[src/hdl/fpp_pkg.sv]
/*
 * constants, field positions, reset values and timing counts of the
 * front panel power controller.
 * assumes a 200 MHz aclk and an AXI4-Lite master with 32-bit data.
 */
package fpp_pkg;
    // ------------------------------------------------------------
    // register map
    // ------------------------------------------------------------
    localparam int ADDR_W = 4;
    localparam logic [ADDR_W-1:0] ADDR_CTRL = 4'h0;
    localparam logic [ADDR_W-1:0] ADDR_IDENT = 4'h4;
    localparam logic [ADDR_W-1:0] ADDR_STATUS = 4'h8;
    localparam logic [1:0] RESP_OKAY = 2'h0;
    localparam logic [1:0] RESP_SLVERR = 2'h2;
    // control fields: bits 0..3 are command pulses, 4..8 are stored options
    localparam int CTRL_UP = 0;
    localparam int CTRL_DOWN = 1;
    localparam int CTRL_CYCLE = 2;
    localparam int CTRL_RESET = 3;
    localparam int CTRL_OPT_LSB = 4;
    localparam int CTRL_OPT_W = 5;
    localparam logic [CTRL_OPT_W-1:0] CTRL_OPT_RESET_VAL = 5'h00;
    localparam int OPT_RESTORE = 0;
    localparam int OPT_FORCE_VB = 1;
    localparam int OPT_FORCE_WP = 2;
    localparam int OPT_VB_LOCK = 3;
    localparam int OPT_WP_LOCK = 4;
    // identify fields
    localparam int IDENT_SECS_LSB = 0;
    localparam int IDENT_HAS_PARAM = 8;
    localparam int IDENT_TIMED = 9;
    localparam int IDENT_LED = 10;
    localparam logic [7:0] ID_DEFAULT_SECS = 8'h0F;
    localparam logic [7:0] ID_SECS_RESET_VAL = 8'h00;
    // status fields
    localparam int STAT_POWER = 0;
    localparam int STAT_ID_LED = 1;
    localparam int STAT_AC_GOOD = 2;
    localparam int STAT_LOCK = 3;
    localparam int STAT_SAVED_ON = 4;
    localparam int STAT_VIOL = 5;
    // ------------------------------------------------------------
    // pins and states
    // ------------------------------------------------------------
    localparam int PIN_PWR_BTN = 0;
    localparam int PIN_RST_BTN = 1;
    localparam int PIN_ID_BTN = 2;
    localparam int PIN_SLP_BTN = 3;
    localparam int PIN_SECURE = 4;
    localparam int PIN_RING = 5;
    localparam int PIN_RTC = 6;
    localparam int PIN_OS_DOWN = 7;
    localparam int PIN_AC = 8;
    localparam int PIN_COUNT = 9;
    localparam int BTN_COUNT = 4;
    localparam logic [PIN_COUNT-1:0] PIN_RESET_VAL = 9'h00F;
    typedef enum logic [1:0] {
        PWR_OFF = 2'h0,
        PWR_ON = 2'h1,
        PWR_CYCLE = 2'h3
    } fpp_pwr_t;
    // ------------------------------------------------------------
    // timing
    // ------------------------------------------------------------
    localparam int CLK_PERIOD_NS = 5;
    localparam int TICK_S = 1;
    localparam int DEBOUNCE_MS = 20;
    localparam int RESET_PULSE_MS = 100;
    localparam int CYCLE_OFF_MS = 1000;
    localparam int TICK_CYCLES = TICK_S * 1000000000 / CLK_PERIOD_NS;
    localparam int DEBOUNCE_CYCLES = (DEBOUNCE_MS * 1000000 + CLK_PERIOD_NS - 1) / CLK_PERIOD_NS;
    localparam int RESET_CYCLES = (RESET_PULSE_MS * 1000000 + CLK_PERIOD_NS - 1) / CLK_PERIOD_NS;
    localparam int CYCLE_OFF_CYCLES = (CYCLE_OFF_MS * 1000000 + CLK_PERIOD_NS - 1) / CLK_PERIOD_NS;
endpackage

[src/hdl/fpp_front_panel_power_control.sv]
/*
 * front panel power, reset, identify and lockout control with an
 * AXI4-Lite register slave.
 * assumes pins arrive asynchronous (buttons active low), watchdog, event
 * filter and boot timer requests are one-cycle pulses on aclk.
 */
`timescale 1ns/100ps
`default_nettype none

// Functional notes
// - power cycle on command, watchdog expiry or event filter action
// - power up on button, command, mains restore, rtc wake or ring
// - optionally restore the power state held when mains was lost
// - power down on button unless locked, watchdog, command, filter, os
// - hard reset on unlocked button, command, watchdog or boot timer stage 3
// - status and identify leds work on standby and full power
// - identify state survives power on, off and reset; lost with mains
// - identify led starts off whenever mains is applied
// - command turn-on starts a timeout; another turn-on restarts it
// - timeout defaults to 15 s; parameter gives 1 to 255 s
// - the timeout parameter can switch the led off at once
// - each identify button press toggles the led
// - button turn-on has no timeout
// - powered and locked: power and reset buttons are ignored
// - locked: front panel sleep requests are ignored
// - lockout never blocks power up or wake
// - violation event on power, sleep or reset press while locked
// - options blank video and write protect floppy while locked
// - software may force blank and write protect without lockout
// - supply request high means on, low means off
// - write protect and video blank outputs follow their controls
module fpp_front_panel_power_control #(
    parameter logic [31:0] DEBOUNCE_CYCLES = 32'(fpp_pkg::DEBOUNCE_CYCLES),
    parameter logic [31:0] TICK_CYCLES = 32'(fpp_pkg::TICK_CYCLES),
    parameter logic [31:0] RESET_CYCLES = 32'(fpp_pkg::RESET_CYCLES),
    parameter logic [31:0] CYCLE_OFF_CYCLES = 32'(fpp_pkg::CYCLE_OFF_CYCLES)
) (
    input wire logic aclk,
    input wire logic aresetn,
    input wire logic ce,
    input wire logic [fpp_pkg::ADDR_W-1:0] s_axil_awaddr,
    input wire logic [2:0] s_axil_awprot,
    input wire logic s_axil_awvalid,
    output logic s_axil_awready,
    input wire logic [31:0] s_axil_wdata,
    input wire logic [3:0] s_axil_wstrb,
    input wire logic s_axil_wvalid,
    output logic s_axil_wready,
    output logic [1:0] s_axil_bresp,
    output logic s_axil_bvalid,
    input wire logic s_axil_bready,
    input wire logic [fpp_pkg::ADDR_W-1:0] s_axil_araddr,
    input wire logic [2:0] s_axil_arprot,
    input wire logic s_axil_arvalid,
    output logic s_axil_arready,
    output logic [31:0] s_axil_rdata,
    output logic [1:0] s_axil_rresp,
    output logic s_axil_rvalid,
    input wire logic s_axil_rready,
    input wire logic power_button_n,
    input wire logic reset_button_n,
    input wire logic identify_button_n,
    input wire logic sleep_button_n,
    input wire logic secure_mode_in,
    input wire logic ring_indicate_input,
    input wire logic rtc_wake_request,
    input wire logic os_power_down,
    input wire logic ac_power_good,
    input wire logic wd_power_cycle,
    input wire logic wd_power_down,
    input wire logic wd_hard_reset,
    input wire logic filter_power_cycle,
    input wire logic filter_power_down,
    input wire logic boot_watch_timer_stage3,
    output logic supply_on_request,
    output logic system_reset_out,
    output logic sleep_request,
    output logic lockout_violation,
    output logic video_blank,
    output logic floppy_write_protect,
    output logic identify_led,
    output logic status_led
);
    import fpp_pkg::*;

    // ------------------------------------------------------------
    // pin synchronisers and edges
    // ------------------------------------------------------------
    logic [PIN_COUNT-1:0] pin_raw;
    logic [PIN_COUNT-1:0] pin_meta;
    logic [PIN_COUNT-1:0] pin_sync;
    logic [PIN_COUNT-1:0] pin_prev;
    logic [BTN_COUNT-1:0] press;

    assign pin_raw = {ac_power_good, os_power_down, rtc_wake_request, ring_indicate_input, secure_mode_in,
                      sleep_button_n, identify_button_n, reset_button_n, power_button_n};

    always_ff @(posedge aclk) begin
        if (!aresetn) begin
            pin_meta <= PIN_RESET_VAL;
            pin_sync <= PIN_RESET_VAL;
            pin_prev <= PIN_RESET_VAL;
        end else if (ce) begin
            pin_meta <= pin_raw;
            pin_sync <= pin_meta;
            pin_prev <= pin_sync;
        end
    end

    wire sec = pin_sync[PIN_SECURE];
    wire ac_good = pin_sync[PIN_AC];
    wire ac_rise = pin_sync[PIN_AC] & ~pin_prev[PIN_AC];
    wire ac_fall = ~pin_sync[PIN_AC] & pin_prev[PIN_AC];
    wire ac_edge = ac_rise | ac_fall;
    wire ring_rise = pin_sync[PIN_RING] & ~pin_prev[PIN_RING];
    wire rtc_rise = pin_sync[PIN_RTC] & ~pin_prev[PIN_RTC];
    wire os_rise = pin_sync[PIN_OS_DOWN] & ~pin_prev[PIN_OS_DOWN];

    // ------------------------------------------------------------
    // button debounce
    // ------------------------------------------------------------
    // a level must stand for the whole window before it counts, so bounce
    // shorter than the window never yields a second press
    for (genvar i = 0; i < BTN_COUNT; i++) begin : g_deb
        logic [31:0] cnt;
        logic stable;
        logic stable_d;
        always_ff @(posedge aclk) begin
            if (!aresetn) begin
                cnt <= 32'h0000_0000;
                stable <= 1'b1;
                stable_d <= 1'b1;
            end else if (ce) begin
                stable_d <= stable;
                if (pin_sync[i] == stable) begin
                    cnt <= 32'h0000_0000;
                end else if (cnt >= DEBOUNCE_CYCLES - 32'h1) begin
                    cnt <= 32'h0000_0000;
                    stable <= pin_sync[i];
                end else begin
                    cnt <= cnt + 32'h1;
                end
            end
        end
        assign press[i] = stable_d & ~stable;
    end

    // ------------------------------------------------------------
    // register bus
    // ------------------------------------------------------------
    logic [CTRL_OPT_W-1:0] opt;
    logic viol_sticky;
    logic saved_on;
    fpp_pwr_t st;
    fpp_pwr_t next_st;
    logic id_timed;
    logic [7:0] id_secs;

    wire wr_go = ce & s_axil_awvalid & s_axil_wvalid & ~s_axil_bvalid;
    wire rd_go = ce & s_axil_arvalid & ~s_axil_rvalid;
    wire [31:0] wmask = {{8{s_axil_wstrb[3]}}, {8{s_axil_wstrb[2]}}, {8{s_axil_wstrb[1]}}, {8{s_axil_wstrb[0]}}};
    wire [31:0] wm = s_axil_wdata & wmask;
    wire wr_ctrl = wr_go & (s_axil_awaddr == ADDR_CTRL);
    wire wr_ident = wr_go & (s_axil_awaddr == ADDR_IDENT) & s_axil_wstrb[0];
    wire wr_status = wr_go & (s_axil_awaddr == ADDR_STATUS);
    wire wr_mapped = (s_axil_awaddr == ADDR_CTRL) | (s_axil_awaddr == ADDR_IDENT) | (s_axil_awaddr == ADDR_STATUS);
    wire rd_mapped = (s_axil_araddr == ADDR_CTRL) | (s_axil_araddr == ADDR_IDENT) | (s_axil_araddr == ADDR_STATUS);
    wire [CTRL_OPT_W-1:0] opt_wmask = {wmask[CTRL_OPT_LSB+4], wmask[CTRL_OPT_LSB+3:CTRL_OPT_LSB]};
    wire [CTRL_OPT_W-1:0] opt_wdata = s_axil_wdata[CTRL_OPT_LSB+CTRL_OPT_W-1:CTRL_OPT_LSB];

    assign s_axil_awready = wr_go;
    assign s_axil_wready = wr_go;
    assign s_axil_arready = rd_go;

    wire cmd_up = wr_ctrl & wm[CTRL_UP];
    wire cmd_down = wr_ctrl & wm[CTRL_DOWN];
    wire cmd_cycle = wr_ctrl & wm[CTRL_CYCLE];
    wire cmd_reset = wr_ctrl & wm[CTRL_RESET];
    wire viol_clr = wr_status & wm[STAT_VIOL];

    wire [31:0] rd_ctrl = 32'({opt, 4'h0});
    wire [31:0] rd_ident = 32'({identify_led, id_timed, 1'b0, id_secs});
    wire [31:0] rd_status = 32'({viol_sticky, saved_on, sec & (st == PWR_ON), ac_good, identify_led, st != PWR_OFF});
    wire [31:0] rd_mux = (s_axil_araddr == ADDR_CTRL) ? rd_ctrl :
                         (s_axil_araddr == ADDR_IDENT) ? rd_ident :
                         (s_axil_araddr == ADDR_STATUS) ? rd_status : 32'h0000_0000;

    always_ff @(posedge aclk) begin
        if (!aresetn) begin
            s_axil_bvalid <= 1'b0;
            s_axil_bresp <= RESP_OKAY;
            s_axil_rvalid <= 1'b0;
            s_axil_rresp <= RESP_OKAY;
            s_axil_rdata <= 32'h0000_0000;
            opt <= CTRL_OPT_RESET_VAL;
        end else if (ce) begin
            if (wr_go) begin
                s_axil_bvalid <= 1'b1;
                s_axil_bresp <= wr_mapped ? RESP_OKAY : RESP_SLVERR;
            end else if (s_axil_bready) begin
                s_axil_bvalid <= 1'b0;
            end
            if (rd_go) begin
                s_axil_rvalid <= 1'b1;
                s_axil_rresp <= rd_mapped ? RESP_OKAY : RESP_SLVERR;
                s_axil_rdata <= rd_mux;
            end else if (s_axil_rready) begin
                s_axil_rvalid <= 1'b0;
            end
            if (wr_ctrl) begin
                opt <= (opt & ~opt_wmask) | (opt_wdata & opt_wmask);
            end
        end
    end

    // ------------------------------------------------------------
    // power sequencing
    // ------------------------------------------------------------
    logic [31:0] cyc_cnt;
    logic [31:0] rst_cnt;
    wire powered = (st == PWR_ON);
    wire lock_active = powered & sec;
    wire restore_up = ac_rise & opt[OPT_RESTORE] & saved_on;
    // the power button always counts in the off state: lockout only guards the on state
    wire up_req = press[PIN_PWR_BTN] | cmd_up | ring_rise | rtc_rise | restore_up;
    wire down_other = wd_power_down | cmd_down | filter_power_down | os_rise;
    wire down_req = (press[PIN_PWR_BTN] & ~sec) | down_other;
    wire cycle_req = cmd_cycle | wd_power_cycle | filter_power_cycle;
    wire rst_req = (press[PIN_RST_BTN] & ~sec) | cmd_reset | wd_hard_reset | boot_watch_timer_stage3;
    wire rst_go = rst_req & powered;
    wire viol = lock_active & (press[PIN_PWR_BTN] | press[PIN_RST_BTN] | press[PIN_SLP_BTN]);

    always_comb begin
        next_st = st;
        case (st)
            PWR_OFF: begin
                if (ac_good && up_req) begin
                    next_st = PWR_ON;
                end
            end
            PWR_ON: begin
                if (!ac_good) begin
                    next_st = PWR_OFF;
                end else if (cycle_req) begin
                    next_st = PWR_CYCLE;
                end else if (down_req) begin
                    next_st = PWR_OFF;
                end
            end
            PWR_CYCLE: begin
                if (!ac_good) begin
                    next_st = PWR_OFF;
                end else if (cyc_cnt >= CYCLE_OFF_CYCLES - 32'h1) begin
                    next_st = PWR_ON;
                end
            end
            default: begin
                next_st = PWR_OFF;
            end
        endcase
    end

    always_ff @(posedge aclk) begin
        if (!aresetn) begin
            st <= PWR_OFF;
            supply_on_request <= 1'b0;
            cyc_cnt <= 32'h0000_0000;
            saved_on <= 1'b0;
        end else if (ce) begin
            st <= next_st;
            supply_on_request <= (next_st == PWR_ON);
            cyc_cnt <= (st == PWR_CYCLE) ? cyc_cnt + 32'h1 : 32'h0000_0000;
            if (ac_fall) begin
                saved_on <= (st != PWR_OFF);
            end
        end
    end

    // reset is only meaningful while the system is powered
    always_ff @(posedge aclk) begin
        if (!aresetn) begin
            rst_cnt <= 32'h0000_0000;
            system_reset_out <= 1'b0;
        end else if (ce) begin
            if (rst_go) begin
                rst_cnt <= RESET_CYCLES - 32'h1;
                system_reset_out <= 1'b1;
            end else if (rst_cnt != 32'h0000_0000) begin
                rst_cnt <= rst_cnt - 32'h1;
            end else begin
                system_reset_out <= 1'b0;
            end
        end
    end

    // ------------------------------------------------------------
    // lockout outputs
    // ------------------------------------------------------------
    always_ff @(posedge aclk) begin
        if (!aresetn) begin
            sleep_request <= 1'b0;
            lockout_violation <= 1'b0;
            viol_sticky <= 1'b0;
            video_blank <= 1'b0;
            floppy_write_protect <= 1'b0;
            status_led <= 1'b0;
        end else if (ce) begin
            sleep_request <= press[PIN_SLP_BTN] & powered & ~sec;
            lockout_violation <= viol;
            viol_sticky <= viol | (viol_sticky & ~viol_clr);
            video_blank <= opt[OPT_FORCE_VB] | (opt[OPT_VB_LOCK] & lock_active);
            floppy_write_protect <= opt[OPT_FORCE_WP] | (opt[OPT_WP_LOCK] & lock_active);
            status_led <= (next_st != PWR_OFF);
        end
    end

    // ------------------------------------------------------------
    // identify led
    // ------------------------------------------------------------
    logic [31:0] tick_cnt;
    wire tick = (tick_cnt >= TICK_CYCLES - 32'h1);
    wire id_has = wm[IDENT_HAS_PARAM];
    wire [7:0] id_val = wm[IDENT_SECS_LSB+7:IDENT_SECS_LSB];
    wire id_off_cmd = wr_ident & id_has & (id_val == 8'h00);
    wire id_on_cmd = wr_ident & ~id_off_cmd;
    wire [7:0] id_load = id_has ? id_val : ID_DEFAULT_SECS;

    // restarting the tick on each turn-on keeps the timeout exact to a second
    always_ff @(posedge aclk) begin
        if (!aresetn) begin
            tick_cnt <= 32'h0000_0000;
        end else if (ce) begin
            tick_cnt <= (id_on_cmd || tick) ? 32'h0000_0000 : tick_cnt + 32'h1;
        end
    end

    // held on standby: a mains edge clears it, power state never does
    always_ff @(posedge aclk) begin
        if (!aresetn) begin
            identify_led <= 1'b0;
            id_timed <= 1'b0;
            id_secs <= ID_SECS_RESET_VAL;
        end else if (ce) begin
            if (ac_edge) begin
                identify_led <= 1'b0;
                id_timed <= 1'b0;
            end else if (id_off_cmd) begin
                identify_led <= 1'b0;
                id_timed <= 1'b0;
            end else if (id_on_cmd) begin
                identify_led <= 1'b1;
                id_timed <= 1'b1;
                id_secs <= id_load;
            end else if (press[PIN_ID_BTN]) begin
                identify_led <= ~identify_led;
                id_timed <= 1'b0;
            end else if (id_timed && tick) begin
                if (id_secs <= 8'h01) begin
                    identify_led <= 1'b0;
                    id_timed <= 1'b0;
                end else begin
                    id_secs <= id_secs - 8'h01;
                end
            end
        end
    end
endmodule

`default_nettype wire

[config.mk]
export PLATFORM = sky130hd
export DESIGN_NAME = fpp_front_panel_power_control
export DESIGN_NICKNAME = d
export VERILOG_FILES = /design/src/hdl/fpp_pkg.sv /design/src/hdl/fpp_front_panel_power_control.sv
export SDC_FILE = /design/constraint.sdc
export NUM_CORES = 1
export LEC_CHECK = 0
export ABC_AREA = 1
export BUFFER_PORTS_ARGS = -buffer_cell sky130_fd_sc_hd__buf_4
export CORE_AREA = 2 2 300 154
export DETAILED_ROUTE_END_ITERATION = 10
export DIE_AREA = 0 0 302 156
export HOLD_SLACK_MARGIN = 0.05
export PLACE_DENSITY = 0.57
export SLEW_MARGIN = 5
export SYNTH_ARGS = -nofsm -noshare
export SYNTH_HDL_FRONTEND = slang
export SYNTH_SLANG_ARGS = --single-unit
[constraint.sdc]
create_clock -name aclk -period 2 [get_ports aclk]
set_input_delay 0.4 -clock aclk [delete_from_list [all_inputs] [get_ports aclk]]
set_output_delay 0.4 -clock aclk [all_outputs]
set_load 0.01 [all_outputs]
# Yosys cells after proc, flatten, opt, wreduce, memory -nomap -nowiden
# Cells that the tools add are included.
[op_classes] add_sub_neg=8 magnitude_cmp=7 eq_ne=14 muxes=45 bitwise_logic=86 reduce_logical=30
[ops] op="32-bit 2-to-1 mux" n=12
[ops] op="32-bit by 1-bit adder with 32-bit output, second input constant" n=6
[ops] op="32-bit by 22-bit >= comparator with 1-bit output, second input constant" n=4
[ops] op="32-bit by 28-bit >= comparator with 1-bit output, second input constant" n=2
[ops] op="8-bit 2-to-1 mux" n=5
[ops] op="1-bit bitwise AND" n=38
[ops] op="32-bit nonzero test" n=1
[ops] op="32-bit by 1-bit subtractor with 32-bit output, second input constant" n=1
[ops] op="1-bit OR" n=23
[ops] op="11-bit 2-to-1 mux" n=2
[ops] op="1-bit inverter" n=20
[ops] op="1-bit 2-to-1 mux" n=16
[ops] op="2-bit 2-to-1 mux" n=8
[ops] op="2-bit AND reduction" n=8
[ops] op="3-bit AND reduction" n=5
[ops] op="2-bit nonzero test" n=6
[ops] op="5-bit bitwise AND" n=2
[ops] op="5-bit nonzero test" n=2
[ops] op="9-bit bitwise AND" n=1
[ops] op="4-bit by 3-bit equality test with 1-bit output, second input constant" n=2
[ops] op="4-bit equality test, second input constant" n=2
[ops] op="8-bit by 1-bit less-or-equal comparator with 1-bit output, second input constant" n=1
[ops] op="4-bit logical NOT" n=2
[ops] op="8-bit logical NOT" n=1
[ops] op="14 further kinds" n=20
[totals] register_bits=323 in_bits=73 word_cells=227

# Logic depth before layout (Yosys ltp)
# Gate-level depths: netlist of the first run.
[depth] depth_word=14 ltp_mapped=13

# Worst setup path after synthesis of the first run
# No wires, ideal clock.
[synth_timing] path_type="reg2reg" from="reg rst_cnt[0]" to="reg rst_cnt[7]" arrival_time_ns=1.631 setup_slack_ns=0.237 stages_incl_launch_ff=13 path_buffers=1 synth_period_minus_slack_ns=1.763 cell_sequence="dfxtp_1 inv_1 ha_1 nand2_2 nor2_4 nand2_1 nor3_2 nand2_4 nand2_8 inv_4 buf_6 o21ai_1 a21oi_1"
[synth_via] elab_chain_cells=3
[synth_rtl] element="start: declaration" line_no="fpp_front_panel_power_control.sv:220" rtl="logic [31:0] rst_cnt;"
[synth_rtl] element="start signal: assignment" line_no="fpp_front_panel_power_control.sv:286" rtl="rst_cnt <= RESET_CYCLES - 32'h1;"
[synth_rtl] element="start signal: assignment" line_no="fpp_front_panel_power_control.sv:289" rtl="rst_cnt <= rst_cnt - 32'h1;"
[synth_rtl] element="32-bit by 1-bit subtractor with 32-bit output / 32-bit nonzero test (equally long branches)" line_no="fpp_front_panel_power_control.sv:289, fpp_front_panel_power_control.sv:288"
[synth_rtl] element="32-bit 2-to-1 mux / 2-bit nonzero test (equally long branches)"
[synth_rtl] element="32-bit 2-to-1 mux / 2-bit AND reduction (equally long branches)"
# Several ways; a longest one is shown, not always the timed one. The select of a mux whose other input is x is not followed.
# A chain may end at the register's enable or synchronous reset.

# Worst setup path in the final report of the first run
[layout_timing] from="reg g_deb[2].cnt[1]" to="reg g_deb[2].cnt[20]"
[layout_via] elab_chain_cells=3
[layout_rtl] element="start: declaration" line_no="fpp_front_panel_power_control.sv:125" rtl="logic [31:0] cnt;"
[layout_rtl] element="start signal: assignment" line_no="fpp_front_panel_power_control.sv:141" rtl="cnt <= cnt + 32'h1;"
[layout_rtl] element="32-bit by 1-bit adder with 32-bit output / 32-bit by 22-bit >= comparator with 1-bit output (equally long branches)" line_no="fpp_front_panel_power_control.sv:141, fpp_front_panel_power_control.sv:137"
[layout_rtl] element="32-bit 2-to-1 mux (*)" line_no="fpp_front_panel_power_control.sv:137" rtl="end else if (cnt >= DEBOUNCE_CYCLES - 32'h1) begin"
[layout_rtl] element="32-bit 2-to-1 mux (*)" line_no="fpp_front_panel_power_control.sv:135" rtl="if (pin_sync[i] == stable) begin"
# Mark *: on every way between the ends. The rest lies on a longest branch, timed or not.

==> results of run 1 <==
-- power breakdown --
group | switching [mW] | internal [mW]
combinational | 2.59 | 1.73
clock | 2.44 | 3.64
sequential | 0.324 | 6.19
total | 5.35 | 11.6
-- logic make-up after synthesis --
logic type | Yosys count | share of synthesized area (%)
compound gates | 312 | 11.2
xor+xnor | 118 | 6.74
fa+ha+maj | 11 | 0.897
buf+inv | 338 | 9.48
flops | 295 | 38.5
other cells | 1 | 0.0244
simple gates | 1159 | 33.2
-- layout make-up --
cell class	count	area [um2]
Fill cell	4548	26100
Tap cell	598	748
Clock buffer	36	812
Timing Repair Buffer	176	1460
Sequential cell	295	5920
Timing Repair inverter	2	15.0
Inverter	233	898
Multi-Input combinational cell	1624	8290
Antenna cell	3	7.51
Clock inverter	15	231
-- layer usage --
| layer | wire length [um] | track usage [%] |
|---|---|---|
| met1 | 22500 | 26.9 |
| met5 | 0 | 0 |
| met3 | 1980 | 2.73 |
| met4 | 821 | 3.94 |
| met2 | 17000 | 25.1 |
-- flip-flops by register name, summed over array words and instances (netlist names), 2 cells and up, named ones only --
signal and cells:
g_deb.cnt 128, cyc_cnt 32, rst_cnt 32, tick_cnt 32
s_axil_rdata 11, pin_meta 9, pin_sync 9, id_secs 8
g_deb.stable 4, g_deb.stable_d 4, pin_prev 4, st 2
-- worst max-delay path, stage by stage (launching register included) --
cell and delay [ps]:
sky130_fd_sc_hd__dfxtp_1 350, sky130_fd_sc_hd__ha_2 200, sky130_fd_sc_hd__nand3_1 100, sky130_fd_sc_hd__buf_4 160
sky130_fd_sc_hd__nor2_2 130, sky130_fd_sc_hd__nand2_1 110, sky130_fd_sc_hd__inv_1 120, sky130_fd_sc_hd__nand3_2 90
sky130_fd_sc_hd__nor2_1 130, sky130_fd_sc_hd__xor2_1 150, sky130_fd_sc_hd__nor2_1 50, sky130_fd_sc_hd__nor2_1 100
sky130_fd_sc_hd__nor2_1 40
-- final timing paths --
check,slack (ps),endpoint,cells after the start
setup / recovery,130,g_deb[2].cnt[20]$_SDFFE_PN0P_,12
setup reg to reg,130,g_deb[2].cnt[20]$_SDFFE_PN0P_,12
hold reg to reg,440,g_deb[1].cnt[22]$_SDFFE_PN0P_,2
hold / removal,70,pin_meta[2]$_SDFFE_PN1P_,3
-- through the flow --
stage / util, % / TNS [ps] / setup WS, ps
floorplan: - / 0 / 237
global placement: 37.9 / 0 / 20.7
detailed placement: 37.9 / -27.9 / -12.6
CTS: 40.3 / 0 / 8.79
global route: 41.3 / -9.96 / -9.96
finish: 41.3 / 0 / 132
-- cell usage after synthesis, types with 3 or more instances --
master	number	area share, %
sky130_fd_sc_hd__a211oi_1	6	0.29
sky130_fd_sc_hd__a21oi_1	165	5.4
sky130_fd_sc_hd__a31oi_1	5	0.20
sky130_fd_sc_hd__buf_1	7	0.17
sky130_fd_sc_hd__buf_2	20	0.65
sky130_fd_sc_hd__buf_4	28	1.4
sky130_fd_sc_hd__buf_6	7	0.51
sky130_fd_sc_hd__clkbuf_1	43	1.1
sky130_fd_sc_hd__dfxtp_1	295	38
sky130_fd_sc_hd__ha_1	11	0.90
sky130_fd_sc_hd__inv_1	228	5.6
sky130_fd_sc_hd__inv_2	3	0.073
sky130_fd_sc_hd__nand2_1	447	11
sky130_fd_sc_hd__nand2_2	9	0.37
sky130_fd_sc_hd__nand2_4	3	0.22
sky130_fd_sc_hd__nand3_1	175	5.7
sky130_fd_sc_hd__nand3b_1	11	0.54
sky130_fd_sc_hd__nand4_1	50	2.0
sky130_fd_sc_hd__nor2_1	327	8.0
sky130_fd_sc_hd__nor2_2	6	0.24
sky130_fd_sc_hd__nor2_4	9	0.66
sky130_fd_sc_hd__nor3_1	96	3.1
sky130_fd_sc_hd__nor3_2	4	0.26
sky130_fd_sc_hd__nor4_1	8	0.33
sky130_fd_sc_hd__o211ai_1	10	0.49
sky130_fd_sc_hd__o21a_1	19	0.93
sky130_fd_sc_hd__o21ai_0	77	2.5
sky130_fd_sc_hd__o21ai_1	10	0.33
sky130_fd_sc_hd__o22ai_1	5	0.20
sky130_fd_sc_hd__o31ai_1	4	0.20
sky130_fd_sc_hd__xnor2_1	31	1.8
sky130_fd_sc_hd__xor2_1	87	5.0
-- placed cells by master (no fill, tap or decap), types with 19 or more instances in the layout --
cell,synthesis,final
sky130_fd_sc_hd__nand4_1,50,50
sky130_fd_sc_hd__nand3_1,175,162
sky130_fd_sc_hd__o21a_1,19,19
sky130_fd_sc_hd__buf_4,28,163
sky130_fd_sc_hd__clkbuf_16,0,30
sky130_fd_sc_hd__xnor2_1,31,31
sky130_fd_sc_hd__a21oi_1,165,165
sky130_fd_sc_hd__nor3_1,96,94
sky130_fd_sc_hd__inv_1,228,224
sky130_fd_sc_hd__dfxtp_1,295,286
sky130_fd_sc_hd__xor2_1,87,87
sky130_fd_sc_hd__nor2_1,327,320
sky130_fd_sc_hd__nand2_1,447,442
sky130_fd_sc_hd__conb_1,1,23
sky130_fd_sc_hd__o21ai_0,77,74
-- what timing repair did --
action	4_1_cts	5_1_grt
buffers inserted	0	11
hold buffers	2	0
endpoints found under the hold margin	2	0
resized for setup	0	70
setup endpoints to repair	0	118
==> results by group, run 1 <==
Clock tree
  • Cell at the root of the clock tree: sky130_fd_sc_hd__clkbuf_16
  • Clock edge transition at the registers on the reported setup and hold paths: roughly 70 ps
  • CTS sink cnt: between 200 and 300
  • CTS buffer count: 29
  • Clock Latency Late Sink: roughly 570 ps
  • CTS H-tree lvls: 1
  • Maximum clock path buffer count: 3
  • TritonCTS clock tree: yes

Synth
  • Number of flops mapped to enable cells by yosys: 0
  • Average cell area after synthesis: about 6.9 um2
  • Cell count after synthesis: about 2200
  • Sequential share of the synthesized area: about 38%
  • Most frequently used flop master after synthesis: sky130_fd_sc_hd__dfxtp_1
  • Synth unique cells: 52
  • Fraction of synthesis flops using an asynchronous set or reset pin: 0%
  • Synth Warn #: 0
  • Cell area after synthesis: around 0.015 mm2
  • Seq cells post-synth: 295

Timing
  • Number of slew-limit violations in the final report: 0
  • Worst-case hold slack: ~75 ps
  • Max_slew headroom: 63.9%
  • Actual transition at the worst max-transition pin: 541 ps
  • Endpoints failing setup: 0
  • Maximum clock frequency: 0.535 GHz
  • Fraction of the cycle the final worst path needs: between 90% and 100%
  • Final critical-path required period: around 1900 ps
  • Clk_skew: between 10 and 15 ps
  • Count of endpoints failing hold in the final timing report: 0

Global route
  • All-Layer GR Usage: between 10% and 20%
  • Initial antenna violation count: 3
  • Global-route congestion overflow total: 0
  • Via count of the first global-routing pass: 13000
  • Largest net degree at the start of global routing: 90
  • First-pass GRT wire length: 67700 um

Place
  • Area after detailed placement: approximately 0.017 mm2
  • Post-placement cell count: between 2000 and 3000
  • Number of buffer cells added on primary ports: 67
  • Final GP Congestion: just under 0.9
  • Post-DP HPWL: 30500 um

Floorplanning
  • Core region area: about 0.045 mm2
  • Area enclosed by the die boundary: approximately 0.047 mm2
  • DIE HEIGHT: about 160 um
  • Width of the chip: slightly above 300 um
  • Effective utilization at floorplan: between 30% and 40%
  • Number of placement rows: 55
  • IO Pins: between 100 and 150

Critical path
  • CP startpoint: g_deb[2].cnt[1]$_SDFFE_PN0P_
  • Data arrival time at the worst-slack endpoint: 2300 ps
  • Setup CP Type: flop to flop
  • Worst reg2reg startpoint: g_deb[2].cnt[1]$_SDFFE_PN0P_
  • Setup crit end kind: flop
  • Worst Path Required: 2430 ps
  • Startpoint class of the critical path: flop
  • Crit path max fanout: 3

Power
  • Power Density: a little over 900 mW/mm2
  • Max VDD drop: 0.653 mV
  • Total design power: roughly 17 mW
  • Lkg Pwr: about 7.2 nW

Detailed routing
  • DRC Markers: 0
  • Wirelength per Cell: between 10 and 15 um
  • Total number of vias: roughly 14000
  • Wire length after detailed routing: 42300 um
  • First-pass DRT Iterations: 6
  • Initial drt markers: ~1000
  • Detailed-route vias per instance: around 4.9
  • Number of routed nets with antenna violations: 0

Cells and area
  • Fraction of final layout cells sized beyond drive strength 1: 13.4%
  • Area growth syn-to-layout: 19.8%
  • Layout Cell Area excl Fill: between 0.015 and 0.02 mm2
  • Number of nets in the layout: around 2400
  • Finished Layout Cells: 2982

Hold path
  • Hold Crit Start: identify_button_n
  • Worst hold path type: input pin to flop

Run
  • Reported max-cap violation count: 0

Outcome
  • Result of the run: finished, final reports clean
No activity file was read; power rests on OpenSTA's default activity.
==> run 2: changes to the inputs <==
--- a/config.mk
+++ b/config.mk
@@ -10,7 +10,8 @@
 export CORE_AREA = 2 2 300 154
 export DETAILED_ROUTE_END_ITERATION = 10
 export DIE_AREA = 0 0 302 156
-export HOLD_SLACK_MARGIN = 0.05
+export HOLD_SLACK_MARGIN = 0.02
+export MAX_ROUTING_LAYER = met4
 export PLACE_DENSITY = 0.57
 export SLEW_MARGIN = 5
 export SYNTH_ARGS = -nofsm -noshare
==> run 2 against run 1 <==
Sequential share of layout area increased by 0.33 points. Critical path depth decreased by 1. Worst hold slack got worse by 28 ps. Critical endpoint is now g_deb[2].cnt[2]$_SDFFE_PN0P_. Largest cell class unchanged. Sequential power about the same. Total power decreased by 2.7%. Register-to-register slack got worse by 40 ps. Clock power decreased by 5.6%. Final cell count decreased by 0.30%. Global-route usage increased by 0.55 points. Clock skew increased by 19 ps. First-iteration DRC count increased by 20%.
==> results by group, run 2 (same netlist as run 1, synthesis figures left out) <==
Outcome
  • Result of the run: finished, final reports clean

Clock tree
  • Clock edge transition at the registers on the reported setup and hold paths: 70 ps (about the same)
  • CTS buffer count: 28 (-3.4%)
  • Maximum clock path buffer count: 3 (unchanged)
  • Cell at the root of the clock tree: sky130_fd_sc_hd__clkbuf_16
  • Clock Latency Late Sink: 570 ps (about the same)
  • TritonCTS clock tree: yes
  • CTS H-tree lvls: 1 (unchanged)
  • CTS sink cnt: 295 (unchanged)

Timing
  • Clk_skew: 29.8 ps (+19.0 ps)
  • Count of endpoints failing hold in the final timing report: 0 (unchanged)
  • Final critical-path required period: 1900 ps (+36.6 ps)
  • Number of slew-limit violations in the final report: 0 (unchanged)
  • Max_slew headroom: 62.2% (-1.6 points)
  • Actual transition at the worst max-transition pin: 566 ps (+24.5 ps)
  • Fraction of the cycle the final worst path needs: 95.2% (+1.8 points)
  • Post-route setup TNS: 0 ps (unchanged)
  • Maximum clock frequency: 0.525 GHz (-1.9%)
  • Endpoints failing setup: 0 (unchanged)

Global route
  • Initial antenna violation count: 4 (+1)
  • First-pass GRT wire length: 67800 um (about the same)
  • Largest net degree at the start of global routing: 88 (-2.2%)
  • Via count of the first global-routing pass: 13000 (-0.24%)
  • Global-route congestion overflow total: 0 (unchanged)
  • All-Layer GR Usage: 18.0% (+0.55 points)

Floorplanning
  • Core region area: 0.0445 mm2 (unchanged)
  • Width of the chip: 302 um (unchanged)
  • Number of placement rows: 55 (unchanged)
  • DIE HEIGHT: 156 um (unchanged)
  • Area enclosed by the die boundary: 0.0471 mm2 (unchanged)
  • Effective utilization at floorplan: 34.5% (unchanged)
  • IO Pins: 122 (unchanged)

Detailed routing
  • Total number of vias: 14600 (+0.84%)
  • Number of routed nets with antenna violations: 0 (unchanged)
  • DRC Markers: 0 (unchanged)
  • Wirelength per Cell: 14.3 um (+0.86%)
  • Wire length after detailed routing: 42600 um (+0.56%)
  • First-pass DRT Iterations: 9 (+3)
  • Detailed-route vias per instance: 4.91 (+1.1%)
  • Initial drt markers: 1243 (+20%)

Power
  • Lkg Pwr: 7.08 nW (-1.1%)
  • Total design power: 16.5 mW (-2.7%)
  • Max VDD drop: 0.658 mV (+0.74%)
  • Power Density: 906 mW/mm2 (-1.6%)

Cells and area
  • Largest register by flop count: g_deb.cnt
  • Number of nets in the layout: 2436 (-0.37%)
  • Most used cells in the layout excluding fill and tap cells: sky130_fd_sc_hd__nand2_1, sky130_fd_sc_hd__nor2_1, sky130_fd_sc_hd__dfxtp_1
  • Number of flip-flops in the largest register: 128 (unchanged)
  • Leading cell type in the layout, fill and taps excluded: sky130_fd_sc_hd__nand2_1
  • Area growth syn-to-layout: 18.5%
  • Fraction of final layout cells sized beyond drive strength 1: 12.6% (-0.79 points)
  • Finished Layout Cells: 2973 (-0.30%)
  • Post-layout util: 40.8% (-0.46 points)

Critical path
  • Crit path max fanout: 17 (+14)
  • Cell with the biggest individual delay on the critical path: sky130_fd_sc_hd__dfxtp_1
  • Setup crit end kind: flop
  • Data arrival time at the worst-slack endpoint: 2320 ps (+20 ps)
  • Critical Path Most Common Cell: sky130_fd_sc_hd__nand2_1
  • Setup CP Type: flop to flop
  • Worst Path Required: 2420 ps (about the same)
  • WP buf/inv: 3 (+1)
  • Startpoint class of the critical path: flop
  • Largest delay share family, worst path: simple AND/OR/NAND/NOR gates
  • Cell breakdown of the critical path: ha_2 > nand3_2 > inv_1 > nand2_1 > o211ai_1 > nand2_1 > nand2_1 > clkinv_1 > buf_12 > nand3_1 > a21oi_1
  • Largest incremental delay on the critical path: 340 ps (about the same)

Place
  • Post-placement cell count: 2911 (unchanged)
  • Final GP Congestion: 0.912 (+2.9%)
  • Number of buffer cells added on primary ports: 67 (unchanged)
  • Post-DP HPWL: 30800 um (+0.87%)

Hold path
  • Worst hold path type: input pin to flop

Run
  • Reported max-cap violation count: 0 (unchanged)
==> run 2: report_power, final <==
part | internal [mW] | leakage (nW) | switching [mW] | total, mW
Sequential | 6.19 | 2.39 | 0.330 | 6.52
Clock | 3.33 | 0.485 | 2.41 | 5.74
Combinational | 1.64 | 4.21 | 2.55 | 4.20
Total | 11.2 | 7.08 | 5.30 | 16.5
==> run 2: what timing repair did <==
item | in CTS | in global routing
pin swaps | 0 | 11
hold buffers | 1 | 0
setup endpoints to repair | 10 | 108
resized for setup | 6 | 43
hold endpoints to repair | 1 | 0
setup buffers | 0 | 6
cloned | 1 | 1
==> run 2: layer usage <==
layer  vias to the layer above  global-route usage [%]  routed length (um)
li1                       7451                       -                   -
met1                      6694                    27.3               22300
met2                       408                    24.4               17000
met3                        43                    2.81                2640
met4                         0                    4.31                 681
met5                         -                       -                   0
==> run 2: metrics by stage <==
stage / hold WS, ps / setup slack [ps] / cell area [um2]
floorplan: 419 / 237 / 15400
global placement: 425 / -139 / 16900
detailed placement: 428 / -120 / 16900
CTS: 20.2 / 23.5 / 17900
global route: 32.4 / -8.53 / 18200
finish: 46.1 / 95.0 / 18200
==> run 2: path summary, 6_finish.rpt <==
kind | slack, ps | from | cells past startpoint | end
worst max-delay path | 100 | g_deb[2].cnt[0]$_SDFFE_PN0P_ | 11 | g_deb[2].cnt[2]$_SDFFE_PN0P_
worst min-delay path | 50 | reset_button_n | 3 | pin_meta[1]$_SDFFE_PN1P_
worst max register to register | 100 | g_deb[2].cnt[0]$_SDFFE_PN0P_ | 11 | g_deb[2].cnt[2]$_SDFFE_PN0P_
worst min register to register | 440 | g_deb[1].cnt[23]$_SDFFE_PN0P_ | 2 | g_deb[1].cnt[23]$_SDFFE_PN0P_
==> run 2: worst reg2reg max path, stage by stage (launching register included) <==
cell	delay, ps
sky130_fd_sc_hd__dfxtp_1	340
sky130_fd_sc_hd__ha_2	200
sky130_fd_sc_hd__nand3_2	120
sky130_fd_sc_hd__inv_1	100
sky130_fd_sc_hd__nand2_1	90
sky130_fd_sc_hd__o211ai_1	280
sky130_fd_sc_hd__nand2_1	140
sky130_fd_sc_hd__nand2_1	100
sky130_fd_sc_hd__clkinv_1	100
sky130_fd_sc_hd__buf_12	160
sky130_fd_sc_hd__nand3_1	80
sky130_fd_sc_hd__a21oi_1	70
==> run 2: layout make-up <==
class	instances	area, um2
timing repair buffer	169	1420
clock buffer	37	806
sequential	295	5910
antenna	4	10.0
multi-input combinational	1624	8210
fill	4571	26300
inverter	233	896
clock inverter	12	164
tap	598	748
timing repair inverter	1	7.51
